--- config.mk ---
export PLATFORM = sky130hd
export DESIGN_NAME = afecr_control_bank
export DESIGN_NICKNAME = d
export VERILOG_FILES = /design/src/hdl/afecr_pkg.sv /design/src/hdl/afecr_latency_line.sv /design/src/hdl/afecr_control_bank.sv
export SDC_FILE = /design/constraint.sdc
export NUM_CORES = 1
export LEC_CHECK = 0
export BUFFER_PORTS_ARGS = -buffer_cell sky130_fd_sc_hd__buf_2
export CORE_UTILIZATION = 60
export DETAILED_ROUTE_END_ITERATION = 8
export GPL_ROUTABILITY_DRIVEN = 0
export PLACE_DENSITY = 0.8
export SLEW_MARGIN = 25
export SYNTH_ARGS = -nofsm -noshare
export SYNTH_HDL_FRONTEND = slang
export SYNTH_SLANG_ARGS = --single-unit
--- constraint.sdc ---
create_clock -name clk -period 7.81 [get_ports clk]
set_input_delay 0.781 -clock clk [delete_from_list [all_inputs] [get_ports clk]]
set_output_delay 0.781 -clock clk [all_outputs]
set_load 0.01 [all_outputs]
--- src/hdl/afecr_pkg.sv ---
// Constants shared by the control bank of the imaging front end.
// Assumes the serial pins are sampled by the bank's own clock (master clock).
package afecr_pkg;

    localparam int ADDR_W  = 6;
    localparam int DATA_W  = 8;
    localparam int SHIFT_W = ADDR_W + DATA_W;
    localparam int PIX_W   = 16;

    // Register addresses
    localparam logic [5:0] ADDR_PWR   = 6'h01;
    localparam logic [5:0] ADDR_OUT   = 6'h02;
    localparam logic [5:0] ADDR_CLAMP = 6'h03;
    localparam logic [5:0] ADDR_SRST  = 6'h04;
    localparam logic [5:0] ADDR_CCOL  = 6'h06;
    localparam logic [5:0] ADDR_REV   = 6'h07;
    localparam logic [5:0] ADDR_SYNC  = 6'h08;
    localparam logic [5:0] ADDR_TEST  = 6'h09;
    localparam logic [5:0] ADDR_RSVA  = 6'h0A;
    localparam logic [5:0] ADDR_RSVB  = 6'h0B;
    localparam logic [5:0] ADDR_RSVC  = 6'h0C;
    localparam logic [5:0] ADDR_ROFF  = 6'h20;
    localparam logic [5:0] ADDR_GOFF  = 6'h21;
    localparam logic [5:0] ADDR_BOFF  = 6'h22;
    localparam logic [5:0] ADDR_AOFF  = 6'h23;
    localparam logic [5:0] ADDR_RGAIN = 6'h28;
    localparam logic [5:0] ADDR_GGAIN = 6'h29;
    localparam logic [5:0] ADDR_BGAIN = 6'h2A;
    localparam logic [5:0] ADDR_AGAIN = 6'h2B;

    // Reset values
    localparam logic [7:0] RST_PWR   = 8'h0F;
    localparam logic [7:0] RST_OUT   = 8'h23;
    localparam logic [7:0] RST_CLAMP = 8'h1F;
    localparam logic [7:0] RST_CCOL  = 8'h05;
    localparam logic [7:0] RST_ZERO  = 8'h00;
    localparam logic [7:0] RST_OFF   = 8'h80;

    // Stored registers, index 0 first
    localparam int NREG = 15;
    localparam int IDX_PWR   = 0;
    localparam int IDX_OUT   = 1;
    localparam int IDX_CLAMP = 2;
    localparam int IDX_ROFF  = 9;
    localparam int IDX_GOFF  = 10;
    localparam int IDX_BOFF  = 11;
    localparam int IDX_RGAIN = 12;
    localparam int IDX_GGAIN = 13;
    localparam int IDX_BGAIN = 14;

    localparam logic [NREG-1:0][5:0] REG_ADDR = {
        ADDR_BGAIN, ADDR_GGAIN, ADDR_RGAIN, ADDR_BOFF, ADDR_GOFF, ADDR_ROFF,
        ADDR_RSVC, ADDR_RSVB, ADDR_RSVA, ADDR_TEST, ADDR_SYNC, ADDR_CCOL,
        ADDR_CLAMP, ADDR_OUT, ADDR_PWR};
    localparam logic [NREG-1:0][7:0] REG_RST = {
        RST_ZERO, RST_ZERO, RST_ZERO, RST_OFF, RST_OFF, RST_OFF,
        RST_ZERO, RST_ZERO, RST_ZERO, RST_ZERO, RST_ZERO, RST_CCOL,
        RST_CLAMP, RST_OUT, RST_PWR};

    // Field positions
    localparam int READ_FLAG_BIT = 4;
    localparam int BCAST_LSB     = 2;
    localparam int PWR_EN_BIT    = 0;
    localparam int PWR_DUAL_BIT  = 1;
    localparam int PWR_OFS_LSB   = 4;
    localparam int PWR_MAX_BIT   = 6;
    localparam int OUT_INV_BIT   = 2;
    localparam int OUT_EXT_BIT   = 3;
    localparam int OUT_RNG_BIT   = 5;
    localparam int OUT_LAT_LSB   = 6;
    localparam int CLAMP_LVL_LSB = 0;

    // Timing: master-clock periods per ADC clock period, then the last read-back bit index and the full-scale code
    localparam logic [1:0] ADC_DIV_NORMAL = 2'h2;
    localparam logic [1:0] ADC_DIV_MODE2  = 2'h3;
    localparam logic [3:0] READ_LAST_BIT  = 4'h7;
    localparam logic [PIX_W-1:0] FULL_SCALE = 16'hFFFF;

    typedef enum logic {
        AFECR_SER_IDLE = 1'b0,
        AFECR_SER_READ = 1'b1
    } afecr_ser_t;

endpackage

--- src/hdl/afecr_latency_line.sv ---
// Output latency line: holds up to DEPTH past samples, one per ADC tick.
// Assumes shift_en is a one-cycle pulse on the same clock.
`timescale 1ns/1ns
`default_nettype none
module afecr_latency_line #(
    parameter int WIDTH = 16,
    parameter int DEPTH = 3
) (
    input  wire logic             clk,
    input  wire logic             rst_n_sync,
    input  wire logic             shift_en,
    input  wire logic             hold_zero,
    input  wire logic [1:0]       sel,
    input  wire logic [WIDTH-1:0] din,
    output logic      [WIDTH-1:0] dout
);

    typedef struct packed {
        logic [DEPTH-1:0][WIDTH-1:0] stage;
        logic [WIDTH-1:0]            dout;
    } afecr_line_t;

    afecr_line_t st_r;
    afecr_line_t st_nxt;
    logic [DEPTH:0][WIDTH-1:0] tap;

    assign tap[0] = din;
    genvar g;
    generate
        for (g = 0; g < DEPTH; g++)
        begin : g_tap
            assign tap[g+1] = st_r.stage[g];
        end
    endgenerate

    always_comb
    begin
        st_nxt = st_r;
        if (shift_en)
        begin
            st_nxt.stage = {st_r.stage[DEPTH-2:0], din};
        end
        // Powered-down device shows a quiet bus rather than stale data
        st_nxt.dout = hold_zero ? '0 : tap[sel];
    end

    always_ff @(posedge clk or negedge rst_n_sync)
    begin
        if (!rst_n_sync)
        begin
            st_r <= '0;
        end
        else
        begin
            st_r <= st_nxt;
        end
    end

    assign dout = st_r.dout;

endmodule
`default_nettype wire

--- src/hdl/afecr_control_bank.sv ---
// Control register bank of a single-channel imaging front end, with serial
// write/read-back port, output inversion and programmable output latency.
// Assumes clk is the master clock; serial pins come from another domain.
// Contract
// - Host writes codes to six-bit addresses; device applies each to its register.
// - Power register bit 0: 0 powers down, 1 active; resets to 1.
// - Power register bit 1: 0 single-ended, 1 double sampling; resets to 1.
// - Bits 5:4 set amplifier zero-input offset: 0, 0, +full, -full.
// - Bit 6 set only in maximum-speed mode, else cleared.
// - Output register bit 2 inverts output code polarity; default clear.
// - Inverted output equals 65535 minus the clipped result.
// - Output register bit 3 powers down clamp DAC, output high impedance.
// - Output register bit 5 selects clamp DAC range; default 1.
// - Bits 7:6 add zero to three ADC periods of output latency; here the first step adds one master clock only, each later step one ADC period.
// - ADC period is two master clocks, three in fast second mode.
// - Any write to address 000100 resets all registers to defaults.
// - Address bit 4 set requests read-back, shifted out MSB first on falling edges.
`timescale 1ns/1ns
`default_nettype none
module afecr_control_bank
    import afecr_pkg::*;
#(
    parameter logic [7:0] REVISION_ID = 8'h5A  // Arbitrary value
) (
    input  wire logic             clk,
    input  wire logic             rst_b,
    input  wire logic             sck,
    input  wire logic             serial_in,
    input  wire logic             serial_load_strobe,
    input  wire logic             mode2_select,
    input  wire logic [PIX_W-1:0] conv_result,
    output logic                  serial_out,
    output logic                  serial_out_oe,
    output logic                  power_enable,
    output logic                  dual_sample_select,
    output logic      [1:0]       amp_output_offset_sel,
    output logic                  max_speed_mode_sel,
    output logic                  output_polarity_invert,
    output logic                  clamp_ref_external,
    output logic                  clamp_dac_range,
    output logic      [1:0]       output_latency_sel,
    output logic      [3:0]       clamp_level_code,
    output logic      [7:0]       red_offset_code,
    output logic      [7:0]       green_offset_code,
    output logic      [7:0]       blue_offset_code,
    output logic      [7:0]       red_gain_code,
    output logic      [7:0]       green_gain_code,
    output logic      [7:0]       blue_gain_code,
    output logic                  adc_tick,
    output logic      [PIX_W-1:0] pixel_data
);

    typedef struct packed {
        logic [NREG-1:0][7:0] regs;
        logic [2:0]           sck_s;
        logic [2:0]           sen_s;
        logic [1:0]           sin_s;
        logic [1:0]           mode2_s;
        logic [SHIFT_W-1:0]   shift_in;
        afecr_ser_t           ser;
        logic [7:0]           shift_out;
        logic [3:0]           out_cnt;
        logic                 serial_out;
        logic                 serial_out_oe;
        logic [1:0]           adc_cnt;
        logic                 adc_tick;
    } afecr_state_t;

    // Registers sit in the top bits; every other field, the serial state included, starts at 0
    localparam afecr_state_t RST_STATE =
        afecr_state_t'({REG_RST, {($bits(afecr_state_t) - NREG * 8){1'b0}}});

    logic [1:0]       rst_sync_r;
    logic             rst_n_sync;
    afecr_state_t     st_r;
    afecr_state_t     st_nxt;
    logic             sck_rise;
    logic             sck_fall;
    logic             sen_rise;
    logic [5:0]       cmd_addr;
    logic [7:0]       cmd_data;
    logic [5:0]       reg_addr;
    logic             wr_go;
    logic             rd_go;
    logic             srst_go;
    logic [7:0]       read_val;
    logic [1:0]       adc_div;
    logic [PIX_W-1:0] line_din;

    // Reset is released through two flops so every flop leaves reset together
    always_ff @(posedge clk or negedge rst_b)
    begin
        if (!rst_b)
        begin
            rst_sync_r <= 2'h0;
        end
        else
        begin
            rst_sync_r <= {rst_sync_r[0], 1'b1};
        end
    end
    assign rst_n_sync = rst_sync_r[1];

    // Edges use only the second and third sampling stages
    assign sck_rise = st_r.sck_s[1] & ~st_r.sck_s[2];
    assign sck_fall = ~st_r.sck_s[1] & st_r.sck_s[2];
    assign sen_rise = st_r.sen_s[1] & ~st_r.sen_s[2];

    assign cmd_addr = st_r.shift_in[SHIFT_W-1:DATA_W];
    assign cmd_data = st_r.shift_in[DATA_W-1:0];
    assign reg_addr = cmd_addr & ~(6'h01 << READ_FLAG_BIT);
    assign rd_go    = sen_rise & cmd_addr[READ_FLAG_BIT];
    assign wr_go    = sen_rise & ~cmd_addr[READ_FLAG_BIT];
    assign srst_go  = wr_go & (cmd_addr == ADDR_SRST);

    // Read-back value; write-only and unmapped addresses read as zero
    always_comb
    begin
        read_val = (reg_addr == ADDR_REV) ? REVISION_ID : 8'h00;
        for (int i = 0; i < NREG; i++)
        begin
            if (reg_addr == REG_ADDR[i])
            begin
                read_val = st_r.regs[i];
            end
        end
    end

    assign adc_div = st_r.mode2_s[1] ? ADC_DIV_MODE2 : ADC_DIV_NORMAL;
    assign line_din = st_r.regs[IDX_OUT][OUT_INV_BIT]
                    ? FULL_SCALE - conv_result
                    : conv_result;

    always_comb
    begin
        st_nxt = st_r;
        st_nxt.sck_s   = {st_r.sck_s[1:0], sck};
        st_nxt.sen_s   = {st_r.sen_s[1:0], serial_load_strobe};
        st_nxt.sin_s   = {st_r.sin_s[0], serial_in};
        st_nxt.mode2_s = {st_r.mode2_s[0], mode2_select};

        // Serial shift-in on rising clock edges
        if (sck_rise)
        begin
            st_nxt.shift_in = {st_r.shift_in[SHIFT_W-2:0], st_r.sin_s[1]};
        end

        // Register writes
        if (srst_go)
        begin
            st_nxt.regs = REG_RST;
        end
        else if (wr_go)
        begin
            for (int i = 0; i < NREG; i++)
            begin
                if (cmd_addr == REG_ADDR[i])
                begin
                    st_nxt.regs[i] = cmd_data;
                end
                // Broadcast shares the upper address bits with its colours
                if ((cmd_addr == ADDR_AOFF || cmd_addr == ADDR_AGAIN)
                    && REG_ADDR[i][5:BCAST_LSB] == cmd_addr[5:BCAST_LSB])
                begin
                    st_nxt.regs[i] = cmd_data;
                end
            end
        end

        // Read-back: MSB shown at once, later bits on falling clock edges
        case (st_r.ser)
            AFECR_SER_IDLE:
            begin
                st_nxt.serial_out    = 1'b0;
                st_nxt.serial_out_oe = 1'b0;
            end
            AFECR_SER_READ:
            begin
                if (sck_fall)
                begin
                    if (st_r.out_cnt == READ_LAST_BIT)
                    begin
                        st_nxt.ser           = AFECR_SER_IDLE;
                        st_nxt.serial_out    = 1'b0;
                        st_nxt.serial_out_oe = 1'b0;
                    end
                    else
                    begin
                        st_nxt.shift_out  = {st_r.shift_out[6:0], 1'b0};
                        st_nxt.serial_out = st_r.shift_out[6];
                        st_nxt.out_cnt    = st_r.out_cnt + 4'h1;
                    end
                end
            end
            default:
            begin
                st_nxt.ser = AFECR_SER_IDLE;
            end
        endcase
        // A new request restarts the output even mid-word
        if (rd_go)
        begin
            st_nxt.ser           = AFECR_SER_READ;
            st_nxt.shift_out     = read_val;
            st_nxt.serial_out    = read_val[7];
            st_nxt.serial_out_oe = 1'b1;
            st_nxt.out_cnt       = 4'h0;
        end

        // ADC clock enable from the master clock
        if (st_r.adc_cnt >= adc_div - 2'h1)
        begin
            st_nxt.adc_cnt  = 2'h0;
            st_nxt.adc_tick = 1'b1;
        end
        else
        begin
            st_nxt.adc_cnt  = st_r.adc_cnt + 2'h1;
            st_nxt.adc_tick = 1'b0;
        end
    end

    always_ff @(posedge clk or negedge rst_n_sync)
    begin
        if (!rst_n_sync)
        begin
            st_r <= RST_STATE;
        end
        else
        begin
            st_r <= st_nxt;
        end
    end

    afecr_latency_line #(
        .WIDTH (PIX_W),
        .DEPTH (3)
    ) u_line (
        .clk        (clk),
        .rst_n_sync (rst_n_sync),
        .shift_en   (st_r.adc_tick),
        .hold_zero  (~st_r.regs[IDX_PWR][PWR_EN_BIT]),
        .sel        (st_r.regs[IDX_OUT][OUT_LAT_LSB +: 2]),
        .din        (line_din),
        .dout       (pixel_data)
    );

    assign serial_out             = st_r.serial_out;
    assign serial_out_oe          = st_r.serial_out_oe;
    assign power_enable           = st_r.regs[IDX_PWR][PWR_EN_BIT];
    assign dual_sample_select     = st_r.regs[IDX_PWR][PWR_DUAL_BIT];
    assign amp_output_offset_sel  = st_r.regs[IDX_PWR][PWR_OFS_LSB +: 2];
    assign max_speed_mode_sel     = st_r.regs[IDX_PWR][PWR_MAX_BIT];
    assign output_polarity_invert = st_r.regs[IDX_OUT][OUT_INV_BIT];
    assign clamp_ref_external     = st_r.regs[IDX_OUT][OUT_EXT_BIT];
    assign clamp_dac_range        = st_r.regs[IDX_OUT][OUT_RNG_BIT];
    assign output_latency_sel     = st_r.regs[IDX_OUT][OUT_LAT_LSB +: 2];
    assign clamp_level_code       = st_r.regs[IDX_CLAMP][CLAMP_LVL_LSB +: 4];
    assign red_offset_code        = st_r.regs[IDX_ROFF];
    assign green_offset_code      = st_r.regs[IDX_GOFF];
    assign blue_offset_code       = st_r.regs[IDX_BOFF];
    assign red_gain_code          = st_r.regs[IDX_RGAIN];
    assign green_gain_code        = st_r.regs[IDX_GGAIN];
    assign blue_gain_code         = st_r.regs[IDX_BGAIN];
    assign adc_tick               = st_r.adc_tick;
endmodule
`default_nettype wire

Word-level counts from Yosys, hierarchy flattened
Cells that the tools add are included.

Bits in registers: 227. Input bits: 22. Output and inout port bits: 81. Logic and storage cells: 197.

$add $sub $neg: 4. Order comparisons: 2. Eq/ne operators: 43. Mux-type cells: 62. Bitwise logic cells: 11. Reductions and logical operators: 43.

Operators by type and width (count): 2-to-1 mux 8 bit (45); 2-to-1 mux 120 bit (2); == test 6 bit, second input constant (8); 2-to-1 mux 16 bit (3); nonzero test 3 bit (15); binary-select mux 16 bit (select 2 bit) (1); AND reduction 2 bit (16); == test 5 bit, second input constant (6); == test 6 x 4 -> 1 bit, second input constant (5); 2-to-1 mux 15 bit (2); == test 5 x 4 -> 1 bit, second input constant (5); subtractor 16 bit, first input constant (1); 2-to-1 mux 13 bit (1); == test 6 x 2 -> 1 bit, second input constant (2); == test 6 x 3 -> 1 bit, second input constant (2); 2-to-1 mux 12 bit (1); == test 5 x 2 -> 1 bit, second input constant (2); == test 5 x 3 -> 1 bit, second input constant (2); == test 2 x 4 -> 1 bit, first input constant (2); == test 4 bit, first input constant (2); 2-to-1 mux 7 bit (1); AND 1 bit (6); == test 6 x 1 -> 1 bit, second input constant (1); logical AND 1 bit (6); other kinds (18) (28).

Depth between registers and ports, before layout
Depth in word-level cells: 18. Gate-level depth with buffers: 9. Depth with buffers taken out: 7.

By module
Synthesis repeated with hierarchy kept, for this count alone.

Cells, all modules: 1072. Area, all modules: 11415.9 µm².

By module, submodules not included: afecr_control_bank (instances 1, cells each 881, area each 8531.9 µm², sequential area each 4100.2 µm²); afecr_latency_line (instances 1, cells each 191, area each 2884.0 µm², sequential area each 1601.5 µm²).

Worst setup path before layout
Ideal clock, no wire load.

Kind: reg2reg. Start point: register st_r, in the netlist cmd_addr[1]. End point: register st_r[12] in the netlist's numbering. Setup time: 0.147 ns. Arrival: 1.782 ns. Required time: 7.663 ns. Slack: 5.881 ns. Cell stages (with the launch flop): 8. Buffers on the path: 3. Period minus slack after synthesis: 1.929 ns. Cell sequence: dfrtp_1 > buf_2 > buf_2 > buf_2 > nor4_1 > nor3_1 > a2111oi_0 > a221oi_1.

Longest elaborated chain between the ends: 18. Elaborated cells on any way between the ends: 33. Those cells by class: eq/ne (16); mux (17).

Ends and longest elaborated chain: start, declared (line afecr_control_bank.sv:75) `afecr_state_t st_r;`; start signal, assigned (line afecr_control_bank.sv:231) `st_r <= st_nxt;`; == test 5 x 3 -> 1 bit (line afecr_control_bank.sv:119) `read_val = (reg_addr == ADDR_REV) ? REVISION_ID : 8'h00;`; 2-to-1 mux 7 bit (line afecr_control_bank.sv:119); 2-to-1 mux 8 bit (14 in a row) (line afecr_control_bank.sv:122) `if (reg_addr == REG_ADDR[i])`; 2-to-1 mux 8 bit (*) (line afecr_control_bank.sv:122); 2-to-1 mux 15 bit (*) (line afecr_control_bank.sv:201) `if (rd_go)`.

Mark *: on every way between the ends. The rest lies on a longest branch, timed or not. A chain may end at the register's enable or synchronous reset.

Final worst setup path
Start point: register st_r, in the netlist cmd_addr[0]. End point: register st_r, in the netlist red_offset_code[4].

Longest elaborated chain between the ends: 6. Elaborated cells on any way between the ends: 13. Those cells by class: eq/ne (4); mux (3); bitwise (1); reduce/logical (5).

Ends and longest elaborated chain: == test 6 bit (line afecr_control_bank.sv:162) `if ((cmd_addr == ADDR_AOFF || cmd_addr == ADDR_AGAIN)`; logical OR 1 bit (line afecr_control_bank.sv:162); logical AND 1 bit (line afecr_control_bank.sv:163) `&& REG_ADDR[i][5:BCAST_LSB] == cmd_addr[5:BCAST_LSB])`; 2-to-1 mux 8 bit (line afecr_control_bank.sv:162); 2-to-1 mux 120 bit (line afecr_control_bank.sv:153) `else if (wr_go)`; 2-to-1 mux 120 bit (line afecr_control_bank.sv:149) `if (srst_go)`.

Several ways; a longest one is shown, not always the timed one. The select of a mux whose other input is x is not followed.

==> metrics.txt <==
Initial Util=0.621; Yosys cell types=67; sequential fraction of the synthesis area=0.504; # fillers=~1400; Max-slew headroom=0.375; commonest cells in the netlist=210 x dfrtp_1, 182 x nand2_1, 100 x o21ai_0, 75 x buf_4, 72 x nor2_1; Syn Nets=1192; routed via count=8798; multi-input combinational cell area=~0.0047 mm2; post-synthesis mux area share=0.0931; post-CTS setup buffer count=0; Post-DP Area=around 0.011 mm2; ranking of synthesized cells by area=dfrtp_1 46%, nand2_1 6.0%, buf_4 5.0%; fmax=roughly 280 MHz; top-count cell post-synth=dfrtp_1; dpl ws=3.92 ns; CTS tree=yes; placed insts=1355; hpwl dp=19300 um; crit path from=cmd_addr[0]; most used flip-flop cell after synthesis=dfrtp_1; slowest CP cell=or2_1; Routed Antenna Nets=0; register area=around 0.0057 mm2; final worst slack=4.23 ns; Synth top area share=0.465; Max stage delay on crit path=0.70 ns; Worst Hold Class=in2async; Fin Clk Skew=roughly 0.017 ns; Synth Instances=1166; period utilization=0.458; total gr overflow=0; CTS resizes=0; worst skew pair latency=0.51 ns; RSZ-0062 raised after global routing=no; core box area=0.0182 mm2; cell taking the most area after synthesis=dfrtp_1; vias in the first global route=8401; I/O Pins=103; syn avg cell area=9.70 um2; drt total wl=between 20000 and 30000 um; largest net degree at the start of global routing=86; post-synthesis xor/xnor area fraction=0.0147; Post-synth EDFFs=0; YS warnings=0; cell mode on critical path=nand2_1; sum of negative setup slack=0 ns; Synth Area in Compound Gates=0.149; DR vias/cell=6.31; status=complete, no violations; port bufs=just over 100; Tightest Pin Transition=0.938 ns; die span in y=~140 um; clock slew at reported path FFs=0.07 ns; min Tclk post-route=3.58 ns; max-cap check violation count=0; die footprint=0.0194 mm2; first-pass GRT wire length=46000 um; R2R Path Start=cmd_addr[0]; n_diodes=0; final instance area=0.0121 mm2; endpoints failing setup=0; crit path DAT=3.92 ns; drc violations=0; ys async rst share=1.00; delay-heaviest family, CP=simple AND/OR/NAND/NOR gates; Final Hold Viols=0; Cell Area, Synth=about 0.011 mm2; Critical Path RT=approximately 8 ns; final core utilization=0.663; # hold bufs at CTS=0; Layout Nets=1177; CTS Buf Count=23; PwrDens=402 mW/mm2; CTS sink cnt=227; adder and majority cell fraction of the synthesized area=0.00442; largest buffer count on any clock path=3; layout cells sized above 1=0.200; worst-path cell chain=buf_4, nor2_1, and2_2, nand2_1, or2_1, nand2_1, o21ai_0; H-tree Lvls=1; row count=49; Root Driver=clkbuf_16; First-pass DRT Iterations=5; Critical Path Fanout Max=53; synth-to-layout area growth=6.65%; GRT Overall Usage=0.304; combinational family with the most area after synthesis=simple AND/OR/NAND/NOR gates; initial antenna violation count=0; crit path kind=reg2reg; post-route insts no fill=approximately 1400; Final Max Tran Viols=0; startpoint types=flop; Synth Area in Simple Gates=0.152; Routed WL per cell=between 20 and 25 um; Leak=5.69 nW; WP buf/inv=1; number of synthesized register bits=227; Crit. End Element=flop; die width=139 um; Worst VDD drop=approximately 230 uV; initial drt markers=1173
[power breakdown]
part,internal (mW),switching (mW),leakage (nW)
Combinational,0.696,0.988,2.47
Clock,0.647,0.439,0.358
Sequential,1.62,0.468,2.86
[worst paths after layout]
path                       slack [ns]                  to  depth (start not counted)
setup / recovery                 4.23  red_offset_code[4]                          7
hold / removal                   0.05       rst_sync_r[1]                          1
setup reg to reg                 4.23  red_offset_code[4]                          7
hold reg to reg                  0.35            st_r[35]                          0
max in group asynchronous        5.91         cmd_addr[0]                          1
min in group clk                 0.35            st_r[35]                          0
[metal layers]
| layer | vias to the layer above | global-route usage | share of wire |
|---|---|---|---|
| met4 | 0 | 0.105 | 0.038 |
| li1 | 3948 | - | - |
| met2 | 467 | 0.459 | 0.45 |
| met1 | 4281 | 0.432 | 0.41 |
| met5 | - | 0 | 0 |
| met3 | 102 | 0.0719 | 0.10 |
[stage by stage]
| step | power, mW | hold WS (ns) |
|---|---|---|
| 2_1_floorplan | 3.31 | 0.331 |
| 3_3_place_gp | 3.67 | 0.333 |
| 3_5_place_dp | 3.73 | 0.336 |
| 4_1_cts | 4.83 | 0.0444 |
| 5_1_grt | 5.12 | 0.0438 |
| 6_report | 4.85 | 0.0546 |
[area by class of cell]
class                           instances  share of cell area
Clock buffer                           35              0.0548
Sequential cell                       227               0.474
Inverter                               11             0.00342
Tap cell                              229              0.0238
Timing Repair Buffer                  114              0.0501
Multi-Input combinational cell        774               0.388
Clock inverter                          5             0.00643
[cells by family after synthesis]
kind of cell,count (synthesis)
simple gates,380
compound gates,271
flops,227
buf+inv,165
mux,99
xor+xnor,19
fa+ha+maj,4
other cells,1
[cells in the final DEF (no fill, tap or decap), types with 5 or more instances in the layout]
cell and count:
a31oi_1 10, buf_2 102, and3_1 8, nor3b_1 5, nor3_1 13, xnor2_1 17
mux2i_1 49, o31ai_1 5, nand3_1 52, a21o_1 9, inv_1 10, nand2_1 182
o21ai_1 5, dfrtp_1 205, dfstp_2 17, nor2_1 72, o22ai_1 7, o211a_1 16
o221ai_1 8, nand2b_1 14, a32oi_1 5, buf_4 11, mux2_2 50, a21oi_1 66
nor2b_1 7, o21ai_0 100, clkbuf_16 23, clkbuf_1 8, nand3b_1 5
[flip-flops by register name, summed over array words and instances (netlist names), 2 cells and up]
signal and flops:
u_line.st_r 48, cmd_addr 6, output_latency_sel 2, amp_output_offset_sel 2, red_offset_code 8, cmd_data 8
rst_sync_r 2, u_line.dout 16, green_gain_code 8, st_r 76, blue_gain_code 8, st_nxt 6
green_offset_code 8, red_gain_code 8, blue_offset_code 8, clamp_level_code 4
No activity file was read; power rests on OpenSTA's default activity.
